### config.mk
export PLATFORM = sky130hd
export DESIGN_NAME = rpr_register_map
export DESIGN_NICKNAME = d
export VERILOG_FILES = /design/src/logic/rpr_mem.v /design/src/logic/rpr_band_bank.v /design/src/logic/rpr_register_map.v
export VERILOG_INCLUDE_DIRS = /design/src /design/src/logic
export SDC_FILE = /design/constraint.sdc
export NUM_CORES = 1
export LEC_CHECK = 0
export BUFFER_PORTS_ARGS = -buffer_cell sky130_fd_sc_hd__buf_2
export CORE_MARGIN = 3
export CORE_UTILIZATION = 35
export DETAILED_ROUTE_END_ITERATION = 16
export PLACE_DENSITY = 0.47
export SLEW_MARGIN = 20
export SYNTH_ARGS = -nofsm -noshare
export SYNTH_HDL_FRONTEND = slang
export SYNTH_SLANG_ARGS = --single-unit
export TNS_END_PERCENT = 1
### constraint.sdc
create_clock -name clock_i -period 5.28 [get_ports clock_i]
set_input_delay 0.792 -clock clock_i [delete_from_list [all_inputs] [get_ports clock_i]]
set_output_delay 0.792 -clock clock_i [all_outputs]
set_load 0.01 [all_outputs]
### src/logic/rpr_map.vh
`ifndef RPR_MAP_VH
`define RPR_MAP_VH

// ----------------------------------------------------------------------------
// register offsets
// ----------------------------------------------------------------------------
`define RPR_ADDR_BUFFER        7'h00
`define RPR_ADDR_OPMODE        7'h01
`define RPR_ADDR_CARRIER_HIGH  7'h06
`define RPR_ADDR_PAGE_FIRST    7'h0d
`define RPR_ADDR_PAGE_LAST     7'h3f
`define RPR_ADDR_BAND_FIRST    7'h61
`define RPR_ADDR_BAND_LAST     7'h73
`define RPR_ADDR_GAIN_FLOOR    7'h61
`define RPR_ADDR_GAIN_THR_A    7'h62
`define RPR_ADDR_GAIN_THR_B    7'h63
`define RPR_ADDR_GAIN_THR_C    7'h64
`define RPR_ADDR_SYNTH_LOOP    7'h70

// ----------------------------------------------------------------------------
// operating mode control fields
// ----------------------------------------------------------------------------
`define RPR_OPM_MODEM_BIT      7
`define RPR_OPM_SHARED_BIT     6
`define RPR_OPM_BAND_BIT       3
`define RPR_OPM_STATE_MSB      2
`define RPR_RST_MODEM          1'b0
`define RPR_RST_SHARED         1'b0
`define RPR_RST_BAND           1'b1
`define RPR_RST_STATE          3'h1
`define RPR_RST_CARRIER_HIGH   8'h6c

// ----------------------------------------------------------------------------
// device state codes
// ----------------------------------------------------------------------------
`define RPR_ST_SLEEP           3'h0
`define RPR_ST_STANDBY         3'h1
`define RPR_ST_TX_SYNTH        3'h2
`define RPR_ST_TRANSMIT        3'h3
`define RPR_ST_RX_SYNTH        3'h4
`define RPR_ST_RX_CONT         3'h5
`define RPR_ST_RX_SINGLE       3'h6
`define RPR_ST_ACTIVITY        3'h7

// ----------------------------------------------------------------------------
// band bank reset values
// ----------------------------------------------------------------------------
`define RPR_LB_FLOOR           6'h19
`define RPR_LB_THR_A           5'h0c
`define RPR_LB_THR_B           8'h4b
`define RPR_LB_THR_C           8'hcc
`define RPR_LB_SYNTH           8'hd0
`define RPR_HB_FLOOR           6'h1c
`define RPR_HB_THR_A           5'h0e
`define RPR_HB_THR_B           8'h5b
`define RPR_HB_THR_C           8'hcc
`define RPR_HB_SYNTH           8'hd0

// ----------------------------------------------------------------------------
// synthesizer loop bandwidth in kHz
// ----------------------------------------------------------------------------
`define RPR_BW_CODE0_KHZ       9'h04b
`define RPR_BW_CODE1_KHZ       9'h096
`define RPR_BW_CODE2_KHZ       9'h0e1
`define RPR_BW_CODE3_KHZ       9'h12c

// ----------------------------------------------------------------------------
// data buffer geometry
// ----------------------------------------------------------------------------
`define RPR_BUF_AW             4
`define RPR_BUF_DEPTH          5'h10

`endif

### src/logic/rpr_mem.v
`default_nettype none

// ----------------------------------------------------------------------------
// single port write, registered read byte memory
// ----------------------------------------------------------------------------
module rpr_mem #(
    parameter AW = 4
) (
    input  wire          clock_i,
    input  wire          resetn_i,
    input  wire          we_i,
    input  wire [AW-1:0] waddr_i,
    input  wire [7:0]    wdata_i,
    input  wire [AW-1:0] raddr_i,
    output reg  [7:0]    rdata_o
);

    reg [7:0] store_reg [0:(1<<AW)-1];

    // storage array, no reset
    always @(posedge clock_i) begin
        if (we_i) begin
            store_reg[waddr_i] <= wdata_i;
        end
    end

    // read data always from a flop
    always @(posedge clock_i or negedge resetn_i) begin
        if (!resetn_i) begin
            rdata_o <= 8'h00;
        end else begin
            rdata_o <= store_reg[raddr_i];
        end
    end

endmodule // rpr_mem

`default_nettype wire

### src/logic/rpr_band_bank.v
`default_nettype none
`include "rpr_map.vh"

// ----------------------------------------------------------------------------
// one copy of the band specific registers
// ----------------------------------------------------------------------------
module rpr_band_bank #(
    parameter [5:0] RST_FLOOR = 6'h00,
    parameter [4:0] RST_THR_A = 5'h00,
    parameter [7:0] RST_THR_B = 8'h00,
    parameter [7:0] RST_THR_C = 8'h00,
    parameter [7:0] RST_SYNTH = 8'h00
) (
    input  wire       clock_i,
    input  wire       resetn_i,
    input  wire       wr_i,
    input  wire [6:0] addr_i,
    input  wire [7:0] wdata_i,
    output reg  [7:0] rdata_o,
    output reg  [5:0] floor_o,
    output reg  [4:0] thr_a_o,
    output reg  [7:0] thr_b_o,
    output reg  [7:0] thr_c_o,
    output reg  [7:0] synth_o
);

    // field storage, held while the other bank is selected
    always @(posedge clock_i or negedge resetn_i) begin
        if (!resetn_i) begin
            floor_o <= RST_FLOOR;
            thr_a_o <= RST_THR_A;
            thr_b_o <= RST_THR_B;
            thr_c_o <= RST_THR_C;
            synth_o <= RST_SYNTH;
        end else if (wr_i) begin
            case (addr_i)
                `RPR_ADDR_GAIN_FLOOR: floor_o <= wdata_i[5:0]; // upper bits ignored
                `RPR_ADDR_GAIN_THR_A: thr_a_o <= wdata_i[4:0];
                `RPR_ADDR_GAIN_THR_B: thr_b_o <= wdata_i;
                `RPR_ADDR_GAIN_THR_C: thr_c_o <= wdata_i;
                `RPR_ADDR_SYNTH_LOOP: synth_o <= wdata_i;
                default: ;
            endcase
        end
    end

    // read mux, unused bits as zero
    always @* begin
        case (addr_i)
            `RPR_ADDR_GAIN_FLOOR: rdata_o = {2'h0, floor_o};
            `RPR_ADDR_GAIN_THR_A: rdata_o = {3'h0, thr_a_o};
            `RPR_ADDR_GAIN_THR_B: rdata_o = thr_b_o;
            `RPR_ADDR_GAIN_THR_C: rdata_o = thr_c_o;
            `RPR_ADDR_SYNTH_LOOP: rdata_o = synth_o;
            default:              rdata_o = 8'h00;
        endcase
    end

endmodule // rpr_band_bank

`default_nettype wire

### src/logic/rpr_register_map.v
`default_nettype none
`include "rpr_map.vh"

module rpr_register_map (
    input  wire       clock_i,
    input  wire       resetn_i,
    input  wire [6:0] addr_i,
    input  wire [7:0] wdata_i,
    input  wire       wr_i,
    input  wire       rd_i,
    output reg  [7:0] rdata_o,
    output reg  [7:0] state_onehot_o,
    output reg  [2:0] state_code_o,
    output reg        state_start_o,
    output reg        modem_select_o,
    output reg        shared_page_select_o,
    output reg        band_bank_select_o,
    output reg  [7:0] carrier_high_o,
    output reg  [5:0] gain_floor_level_o,
    output reg  [4:0] gain_threshold_first_o,
    output reg  [3:0] gain_threshold_second_o,
    output reg  [3:0] gain_threshold_third_o,
    output reg  [3:0] gain_threshold_fourth_o,
    output reg  [3:0] gain_threshold_fifth_o,
    output reg  [8:0] synth_loop_khz_o,
    output reg  [4:0] buffer_level_o
);

    // read source selectors
    localparam [2:0] SRC_LOCAL = 3'b001;
    localparam [2:0] SRC_PAGE  = 3'b010;
    localparam [2:0] SRC_BUF   = 3'b100;

    // low band threshold resets; named so the nibbles can be selected
    // without silently narrowing an eight bit constant
    localparam [7:0] LB_THR_B  = `RPR_LB_THR_B;
    localparam [7:0] LB_THR_C  = `RPR_LB_THR_C;

    // ------------------------------------------------------------------------
    // address decode
    // ------------------------------------------------------------------------
    wire       in_sleep   = (state_code_o == `RPR_ST_SLEEP);
    wire       hit_buf    = (addr_i == `RPR_ADDR_BUFFER);
    wire       hit_opm    = (addr_i == `RPR_ADDR_OPMODE);
    wire       hit_car    = (addr_i == `RPR_ADDR_CARRIER_HIGH);
    wire       hit_page   = (addr_i >= `RPR_ADDR_PAGE_FIRST) &&
                            (addr_i <= `RPR_ADDR_PAGE_LAST);
    wire       hit_band   = (addr_i >= `RPR_ADDR_BAND_FIRST) &&
                            (addr_i <= `RPR_ADDR_BAND_LAST);
    // long range page only in long range mode with shared bit clear
    wire       page_lr    = modem_select_o & ~shared_page_select_o;
    wire [6:0] page_addr  = {page_lr, addr_i[5:0]};

    reg  [2:0] src_reg;
    reg  [7:0] local_reg;
    reg  [3:0] wptr_reg;
    reg  [3:0] rptr_reg;

    // buffer access is closed while asleep
    wire       buf_open   = ~in_sleep;
    wire       buf_push   = wr_i & hit_buf & buf_open & (buffer_level_o != `RPR_BUF_DEPTH);
    wire       buf_pop    = rd_i & hit_buf & buf_open & (buffer_level_o != 5'h00);

    // registered read data of the two memories
    wire [7:0] buf_rdata;
    wire [7:0] page_rdata;

    // ------------------------------------------------------------------------
    // operating mode control
    // ------------------------------------------------------------------------
    // modem bit follows a write only while the current state is sleep
    always @(posedge clock_i or negedge resetn_i) begin
        if (!resetn_i) begin
            modem_select_o       <= `RPR_RST_MODEM;
            shared_page_select_o <= `RPR_RST_SHARED;
            band_bank_select_o   <= `RPR_RST_BAND;
            state_code_o         <= `RPR_RST_STATE;
            state_start_o        <= 1'b0;
        end else begin
            state_start_o <= wr_i & hit_opm;
            if (wr_i && hit_opm) begin
                if (in_sleep) begin
                    modem_select_o <= wdata_i[`RPR_OPM_MODEM_BIT];
                end
                shared_page_select_o <= wdata_i[`RPR_OPM_SHARED_BIT];
                band_bank_select_o   <= wdata_i[`RPR_OPM_BAND_BIT];
                state_code_o         <= wdata_i[`RPR_OPM_STATE_MSB:0];
            end
        end
    end

    // one-hot device state, bit n for code n
    always @(posedge clock_i or negedge resetn_i) begin
        if (!resetn_i) begin
            state_onehot_o <= 8'h02;
        end else begin
            case (state_code_o)
                `RPR_ST_SLEEP:    state_onehot_o <= 8'h01;
                `RPR_ST_STANDBY:  state_onehot_o <= 8'h02;
                `RPR_ST_TX_SYNTH: state_onehot_o <= 8'h04;
                `RPR_ST_TRANSMIT: state_onehot_o <= 8'h08;
                `RPR_ST_RX_SYNTH: state_onehot_o <= 8'h10;
                `RPR_ST_RX_CONT:  state_onehot_o <= 8'h20;
                `RPR_ST_RX_SINGLE: state_onehot_o <= 8'h40;
                `RPR_ST_ACTIVITY: state_onehot_o <= 8'h80;
                default:          state_onehot_o <= 8'h00;
            endcase
        end
    end

    // ------------------------------------------------------------------------
    // carrier frequency high byte
    // ------------------------------------------------------------------------
    always @(posedge clock_i or negedge resetn_i) begin
        if (!resetn_i) begin
            carrier_high_o <= `RPR_RST_CARRIER_HIGH;
        end else if (wr_i && hit_car) begin
            carrier_high_o <= wdata_i;
        end
    end

    // ------------------------------------------------------------------------
    // data buffer port
    // ------------------------------------------------------------------------
    // pointers and level wiped while asleep, so old bytes never reappear
    always @(posedge clock_i or negedge resetn_i) begin
        if (!resetn_i) begin
            wptr_reg       <= 4'h0;
            rptr_reg       <= 4'h0;
            buffer_level_o <= 5'h00;
        end else if (in_sleep) begin
            wptr_reg       <= 4'h0;
            rptr_reg       <= 4'h0;
            buffer_level_o <= 5'h00;
        end else begin
            if (buf_push) begin
                wptr_reg <= wptr_reg + 4'h1;
            end
            if (buf_pop) begin
                rptr_reg <= rptr_reg + 4'h1;
            end
            if (buf_push && !buf_pop) begin
                buffer_level_o <= buffer_level_o + 5'h01;
            end else if (buf_pop && !buf_push) begin
                buffer_level_o <= buffer_level_o - 5'h01;
            end
        end
    end

    rpr_mem #(
        .AW      (`RPR_BUF_AW)
    ) u_buffer (
        .clock_i  (clock_i),
        .resetn_i (resetn_i),
        .we_i     (buf_push),
        .waddr_i  (wptr_reg),
        .wdata_i  (wdata_i),
        .raddr_i  (rptr_reg),
        .rdata_o  (buf_rdata)
    );

    // ------------------------------------------------------------------------
    // shared address page storage
    // ------------------------------------------------------------------------

    // fsk copy at index 0..63, long range copy at 64..127
    rpr_mem #(
        .AW      (7)
    ) u_pages (
        .clock_i  (clock_i),
        .resetn_i (resetn_i),
        .we_i     (wr_i & hit_page),
        .waddr_i  (page_addr),
        .wdata_i  (wdata_i),
        .raddr_i  (page_addr),
        .rdata_o  (page_rdata)
    );

    // ------------------------------------------------------------------------
    // band specific banks
    // ------------------------------------------------------------------------
    wire [7:0] lb_rdata;
    wire [7:0] hb_rdata;
    wire [5:0] lb_floor;
    wire [5:0] hb_floor;
    wire [4:0] lb_thr_a;
    wire [4:0] hb_thr_a;
    wire [7:0] lb_thr_b;
    wire [7:0] hb_thr_b;
    wire [7:0] lb_thr_c;
    wire [7:0] hb_thr_c;
    wire [7:0] lb_synth;
    wire [7:0] hb_synth;

    // only the selected copy takes a write; the other keeps its value
    rpr_band_bank #(
        .RST_FLOOR (`RPR_LB_FLOOR),
        .RST_THR_A (`RPR_LB_THR_A),
        .RST_THR_B (`RPR_LB_THR_B),
        .RST_THR_C (`RPR_LB_THR_C),
        .RST_SYNTH (`RPR_LB_SYNTH)
    ) u_low_band (
        .clock_i  (clock_i),
        .resetn_i (resetn_i),
        .wr_i     (wr_i & hit_band & band_bank_select_o),
        .addr_i   (addr_i),
        .wdata_i  (wdata_i),
        .rdata_o  (lb_rdata),
        .floor_o  (lb_floor),
        .thr_a_o  (lb_thr_a),
        .thr_b_o  (lb_thr_b),
        .thr_c_o  (lb_thr_c),
        .synth_o  (lb_synth)
    );

    rpr_band_bank #(
        .RST_FLOOR (`RPR_HB_FLOOR),
        .RST_THR_A (`RPR_HB_THR_A),
        .RST_THR_B (`RPR_HB_THR_B),
        .RST_THR_C (`RPR_HB_THR_C),
        .RST_SYNTH (`RPR_HB_SYNTH)
    ) u_high_band (
        .clock_i  (clock_i),
        .resetn_i (resetn_i),
        .wr_i     (wr_i & hit_band & ~band_bank_select_o),
        .addr_i   (addr_i),
        .wdata_i  (wdata_i),
        .rdata_o  (hb_rdata),
        .floor_o  (hb_floor),
        .thr_a_o  (hb_thr_a),
        .thr_b_o  (hb_thr_b),
        .thr_c_o  (hb_thr_c),
        .synth_o  (hb_synth)
    );

    // active band fields driven out from flops
    always @(posedge clock_i or negedge resetn_i) begin
        if (!resetn_i) begin
            gain_floor_level_o      <= `RPR_LB_FLOOR;
            gain_threshold_first_o  <= `RPR_LB_THR_A;
            gain_threshold_second_o <= LB_THR_B[7:4];
            gain_threshold_third_o  <= LB_THR_B[3:0];
            gain_threshold_fourth_o <= LB_THR_C[7:4];
            gain_threshold_fifth_o  <= LB_THR_C[3:0];
        end else if (band_bank_select_o) begin
            gain_floor_level_o      <= lb_floor;
            gain_threshold_first_o  <= lb_thr_a;
            gain_threshold_second_o <= lb_thr_b[7:4];
            gain_threshold_third_o  <= lb_thr_b[3:0];
            gain_threshold_fourth_o <= lb_thr_c[7:4];
            gain_threshold_fifth_o  <= lb_thr_c[3:0];
        end else begin
            gain_floor_level_o      <= hb_floor;
            gain_threshold_first_o  <= hb_thr_a;
            gain_threshold_second_o <= hb_thr_b[7:4];
            gain_threshold_third_o  <= hb_thr_b[3:0];
            gain_threshold_fourth_o <= hb_thr_c[7:4];
            gain_threshold_fifth_o  <= hb_thr_c[3:0];
        end
    end

    // loop bandwidth code to kHz for the active band
    wire [1:0] bw_code = band_bank_select_o ? lb_synth[7:6] : hb_synth[7:6];

    always @(posedge clock_i or negedge resetn_i) begin
        if (!resetn_i) begin
            synth_loop_khz_o <= `RPR_BW_CODE3_KHZ;
        end else begin
            case (bw_code)
                2'h0:    synth_loop_khz_o <= `RPR_BW_CODE0_KHZ;
                2'h1:    synth_loop_khz_o <= `RPR_BW_CODE1_KHZ;
                2'h2:    synth_loop_khz_o <= `RPR_BW_CODE2_KHZ;
                default: synth_loop_khz_o <= `RPR_BW_CODE3_KHZ;
            endcase
        end
    end

    // ------------------------------------------------------------------------
    // read path
    // ------------------------------------------------------------------------
    // local read value; reserved bits and unmapped addresses give zero
    reg [7:0] local_next;

    always @* begin
        local_next = 8'h00;
        if (hit_opm) begin
            local_next = {modem_select_o, shared_page_select_o, 2'h0,
                          band_bank_select_o, state_code_o};
        end else if (hit_car) begin
            local_next = carrier_high_o;
        end else if (hit_band) begin
            local_next = band_bank_select_o ? lb_rdata : hb_rdata;
        end
    end

    // capture value or pick which flop delivers it next cycle
    always @(posedge clock_i or negedge resetn_i) begin
        if (!resetn_i) begin
            src_reg   <= SRC_LOCAL;
            local_reg <= 8'h00;
        end else if (rd_i) begin
            local_reg <= local_next;
            if (buf_pop) begin
                src_reg <= SRC_BUF;
            end else if (hit_page) begin
                src_reg <= SRC_PAGE;
            end else begin
                src_reg <= SRC_LOCAL;
            end
        end else begin
            src_reg   <= SRC_LOCAL;
            local_reg <= 8'h00;
        end
    end

    // final selection among three flops
    always @* begin
        case (src_reg)
            SRC_PAGE: rdata_o = page_rdata;
            SRC_BUF:  rdata_o = buf_rdata;
            default:  rdata_o = local_reg;
        endcase
    end

endmodule // rpr_register_map

`default_nettype wire

### Yosys cells after proc, flatten, opt, wreduce, memory -nomap -nowiden

Memories as Yosys holds them, arrays and structs flattened. A register that Yosys moved wholly into a read port is not among the register bits.
Index checks and enable logic that the tools add are counted.
Widths: inputs -> output; s select.

* add/sub/neg operators: 4
* multiply operators: 0
* divide/modulo/power cells: 0
* $lt $le $gt $ge: 4
* eq/ne operators: 12
* shift-type cells: 0
* muxes and demuxes: 30
* bitwise logic cells: 15
* reduce and logical (&&, ||, !) cells: 29

Operator list (count)
* $pmux 8 s5: 2
* $mux 8: 5
* $eq 7x7->1 const B: 5
* $mux 4: 8
* $pmux 9 s3: 1
* $reduce_and 2->1: 11
* $mux 5: 4
* $pmux 8 s2: 1
* $and 1x1->1: 12
* $add 4x1->4 const B: 2
* $eq 7x1->1 const B: 1
* $eq 7x3->1 const B: 1
* $ge 7x4->1 const B: 1
* $ge 7x7->1 const B: 1
* $le 7x6->1 const B: 1
* $le 7x7->1 const B: 1
* $logic_not 7->1: 1
* $logic_and 1x1->1: 6
* $mux 3: 2
* $mux 6: 1
* $add 5x1->5 const B: 1
* $logic_not 1->1: 5
* $ne 5x5->1 const B: 1
* $reduce_bool 5->1: 1
* 12 further kinds: 19

* flip-flop bits (word level): 145
* latch bits: 0
* bits in writable memories: 1152
* bits in read-only memories: 64
* input bits: 19
* output and inout port bits: 72
* logic and storage cells: 125
* memories: 3

Memories
* u_pages.store_reg: depth 128, bits a word 8, rd ports 1, clocked after memory_dff 1, wr ports 1, line rpr_mem.v:18 `reg [7:0] store_reg [0:(1<<AW)-1];`
* u_buffer.store_reg: depth 16, bits a word 8, rd ports 1, clocked after memory_dff 1, wr ports 1, line rpr_mem.v:18
* (no name shown): depth 8, bits a word 8, rd ports 1, clocked after memory_dff 1, wr ports 0, line rpr_register_map.v:97 `case (state_code_o)`

### Longest topological paths before layout

* depth after elaboration: 9
* gate-level depth with buffers: 14
* depth with buffers taken out: 11

### Modules after synthesis

Synthesis repeated with hierarchy kept, for this count alone.

* cell total of the unflattened synthesis: 2424
* area, all modules: 52221.3 um2

By module, submodules not included
* rpr_mem at u_pages: instances 1, cells each 1635, area an instance 39701.8 um2, sequential area each 30949.7 um2
* rpr_mem at u_buffer: instances 1, cells each 229, area an instance 5187.5 um2, sequential area each 4043.9 um2
* rpr_register_map: instances 1, cells each 322, area an instance 3871.2 um2, sequential area each 2083.2 um2
* rpr_band_bank at u_high_band: instances 1, cells each 119, area an instance 1731.7 um2, sequential area each 898.4 um2
* rpr_band_bank at u_low_band: instances 1, cells each 119, area an instance 1729.2 um2, sequential area each 895.9 um2

### Least setup slack after synthesis

No wires, ideal clock.

* path kind: input to register
* start: input port addr_i[3]
* end: register buffer_level_o[4]
* library setup time: 0.122 ns
* arrival time: 3.719 ns
* data required time: 5.158 ns
* slack: 1.439 ns
* cell stages on the path: 13
* buffers on the path: 3
* cells stage by stage: buf_6 > or4_1 > buf_2 > nor4_4 > and3_1 > buf_2 > nand2_1 > fa_1 > a21o_1 > a21oi_1 > nor3b_1 > or3_1 > a32o_1

* word-level cells in the longest chain between the ends: 8
* elaborated cells on any way between the ends: 14
* those cells by class: mux: 2; bitwise: 6; reduce/logical: 6

Ends and longest elaborated chain
* from (decl): line rpr_register_map.v:7 `input wire [6:0] addr_i,`
* $logic_not 7->1 (no line) (*)
* $and 1x1->1 (3 in a row): line rpr_register_map.v:62 `wire buf_pop = rd_i & hit_buf & buf_open & (buffer_level_o != 5'h00);`
* $logic_not 1->1: line rpr_register_map.v:142 `if (buf_push && !buf_pop) begin`
* $logic_and 1x1->1: line rpr_register_map.v:142
* $mux 5: line rpr_register_map.v:142
* $mux 5: line rpr_register_map.v:131 `end else if (in_sleep) begin`
* to (signal assigned): line rpr_register_map.v:143 `buffer_level_o <= buffer_level_o + 5'h01;`
* to (signal assigned): line rpr_register_map.v:145 `buffer_level_o <= buffer_level_o - 5'h01;`
* to (decl): line rpr_register_map.v:26 `output reg [4:0] buffer_level_o`

Mark *: on every way between the ends. The rest lies on a longest branch, timed or not.
A chain may end at the register's enable or synchronous reset.

### Worst setup path after layout

* start: register state_code_o[0]
* end: register buffer_level_o[4]

* word-level cells in the longest chain between the ends: 8
* elaborated cells on any way between the ends: 13
* those cells by class: mux: 2; bitwise: 5; reduce/logical: 6

Ends and longest elaborated chain
* from (decl): line rpr_register_map.v:13 `output reg [2:0] state_code_o,`
* from (signal assigned): line rpr_register_map.v:77 `` state_code_o <= `RPR_RST_STATE; ``
* from (signal assigned): line rpr_register_map.v:87 `` state_code_o <= wdata_i[`RPR_OPM_STATE_MSB:0]; ``
* $logic_not 3->1 (no line) (*)
* $not 1->1: line rpr_register_map.v:60 `wire buf_open = ~in_sleep;`
* $and 1x1->1 (2 in a row): line rpr_register_map.v:62
* $logic_not 1->1: line rpr_register_map.v:142
* $logic_and 1x1->1: line rpr_register_map.v:142
* $mux 5: line rpr_register_map.v:142
* $mux 5: line rpr_register_map.v:131

Marks and branches as above.

==> metrics.csv <==
metric,value,unit
status,"complete, no violations",
yosysTopAreaCellShare,0.662,
synthMuxAreaShare,0.152,
nNetsFinal,3243,
largest_reg_flops,1024,
max_freq,277,MHz
startpoint_type,register,
finalSetupTns,0,ns
synth_flop_cell,edfxtp_1,
power-per-cell-area,373,nW/um^2
clock-sinks,1320,
yosys_warnings,0,
core,148000,um^2
avgSynthCellArea,18.4,um^2
grt_usage,0.183,
post-cts-setup-buffers,0,
grt_max_degree,157,
dp_hpwl,88.2,mm
clk_latency,0.77,ns
via_count,27800,
grt_pass1_vias,28300,
maxSlewHeadroom,0.228,
ys_ff_latch,1320,
grt_pass1_wl,204,mm
synth_fa_ha_area_frac,0.00302,
cpMaxStageDelayCell,dfstp_2,
yosys.area_share.simple,0.0380,
synthToLayoutAreaGrowth,16.0,%
hold_viol,0,
wl_per_cell,26.8,um
syn_inst,2842,
antenna_found_initial,3,
final_core_util,0.409,
dr.first_iter.drc_count,2623,
async_reset_ff_frac,0.127,
synth_top_family_by_area,multiplexers,
ant_nets,0,
critical-path-max-stage-delay,0.63,ns
synth_edf_count,1152,
clkTransAtPathRegs,0.06,ns
timing.final.crit_share,0.684,
period_needed,3.61,ns
cts_htree_levels,4,
die_h,392,um
synth_xor_xnor_area_share,0.00101,
die_w,392,um
yosysSeqAreaShare,0.744,
maxCapViolCount,0,
worst_slew_pin_slew,1.16,ns
drt_wl_total,141,mm
ys_top_cells_by_area,"edfxtp_1 66%, mux4_2 8.3%, dfrtp_1 5.2%",
drive_above_1_share,0.239,
die_area,154000,um^2
grt_overflow,0,
finalMaxSlewViolations,0,
cp-end-kind,register,
num_rows,141,
synth_area,52200,um^2
numCtsBuffers,144,
vias_per_cell,5.29,
root_buffer,clkbuf_16,
first_pass_iters,6,
gp_congestion,0.852,
drcViolationCount,0,
critPathMaxFanout,12,
crit_path_cell_trace,"or3_1, inv_2, nor4_4, and3_1, nand2_1, fa_1, a21o_1, a21oi_1, nor3b_1, or3_1, a32o_1",
cts_tree,yes,
clock_skew,0.0246,ns
synth_cell_types,68,
leakage,0.0208,uW
arrival,4.27,ns
clk_path_buf_depth,3,
synth_top_area_cell,edfxtp_1,
setup_violations,0,
cp_data_required_time,5.94,ns
io_buffers,90,
initial_core_util,0.353,
synth-compound-area-share,0.0467,
critical_path_class,register to register,
hold_path_class,input pin to register,
ir_drop,246,uV
cp_common_cell,or3_1,
rsz0062_at_grt,false,
ioPinCount,91,
-- cells in the final DEF, fill, tap and decap left out, types with 14 or more instances in the layout --
cell,synthesis,routed
nor2_1,163,162
a22oi_1,54,54
o21ai_0,67,67
nand3_1,30,28
a21oi_1,52,52
edfxtp_1,1152,1152
mux2_2,142,142
nand2_1,122,122
a2111oi_0,17,16
a211oi_1,27,27
a221oi_1,22,22
buf_2,58,77
mux2i_1,201,201
clkinv_1,3,31
o22ai_1,32,32
conb_1,1,208
buf_4,9,94
nor2b_1,23,19
clkinv_2,0,14
clkbuf_1,81,40
mux4_2,192,192
and2_1,18,18
clkbuf_16,0,145
o211ai_1,19,19
dfstp_2,59,59
dfrtp_1,109,108
-- timing repair --
| action | CTS | global route |
|---|---|---|
| resized for setup | 0 | 0 |
| hold endpoints to repair | 41 | 0 |
| endpoints found under the setup margin | 0 | 0 |
| hold buffers | 1 | 0 |
-- cells by family (layout without fill, tap and decap cells) --
group	after synthesis	in the layout
xor+xnor	6	6
compound gates	357	357
simple gates	429	429
mux	535	535
fa+ha+maj	12	12
other cells	1	209
flops	1320	1320
buf+inv	182	457
-- final cells by class --
class	instances	area [um^2]
well taps	1930	2410
fillers	13200	87400
clock buffers	194	3900
diodes	1	2.50
repair buffers	187	1380
flip-flops and latches	1320	38900
clock inverters	64	581
multi-input cells	1547	13400
inverters	12	46.3
-- metal layers --
| metal | global-route usage | vias up | wire [um] |
|---|---|---|---|
| met5 | 0 | - | 0 |
| met4 | 0.0507 | 0 | 3220 |
| met3 | 0.0327 | 206 | 8390 |
| met2 | 0.292 | 915 | 66700 |
| met1 | 0.259 | 14700 | 62500 |
| li1 | - | 12000 | - |
-- Yosys cell counts (all sizes together) (11+ instances only) --
cell type  instances
o211ai            19
a2111oi           17
mux2             142
nor2             167
nand2            122
o21ai             68
and2              19
a211oi            27
a22oi             54
mux2i            201
and3              11
edfxtp          1152
mux4             192
o22ai             32
a221oi            22
clkbuf            81
buf               89
nand3             31
ha                11
dfstp             59
a31oi             12
a21oi             52
dfrtp            109
nor2b             23
nand4             12
-- power breakdown --
group / internal [uW] / total (uW) / switching, uW
Sequential: 11600 / 11700 / 112
Clock: 5420 / 9570 / 4150
Combinational: 441 / 1330 / 884
-- worst paths after layout --
kind,endpoint,slack [ns],depth (start not counted),from
setup / recovery,buffer_level_o[4],1.67,11,state_code_o[0]
hold / removal,local_reg[6],0.43,2,rd_i
setup reg to reg,buffer_level_o[4],1.67,11,state_code_o[0]
hold reg to reg,u_high_band.floor_o[1],0.51,1,u_high_band.floor_o[1]
max in group asynchronous,u_low_band.thr_b_o[4],3.65,3,resetn_i
min in group asynchronous,u_buffer.rdata_o[0],0.56,2,resetn_i
-- per-stage QoR --
step / total power, uW / area [um^2] / instances / setup slack, ns / hold WS [ns]
2_1_floorplan: 12500 / 53000 / 3049 / 1.44 / 0.475
3_3_place_gp: 13200 / 56100 / 4995 / 1.07 / 0.484
3_5_place_dp: 13200 / 56100 / 4995 / 1.21 / 0.493
4_1_cts: 22800 / 60600 / 5254 / 1.69 / 0.361
5_1_grt: 23400 / 60600 / 5254 / 1.49 / 0.389
6_report: 22600 / 60600 / 5255 / 1.67 / 0.428
-- critical path, delay by kind of cell, from the launching register on --
family                   cells  cell delay (ns)
adder cells (fa/ha/maj)      1             0.45
flip-flops                   1             0.63
AO/OA/AOI/OAI                3             0.71
AND/OR/NAND/NOR              6             1.50
buffers and inverters        1             0.20
Power figures use the tool's default switching activity.
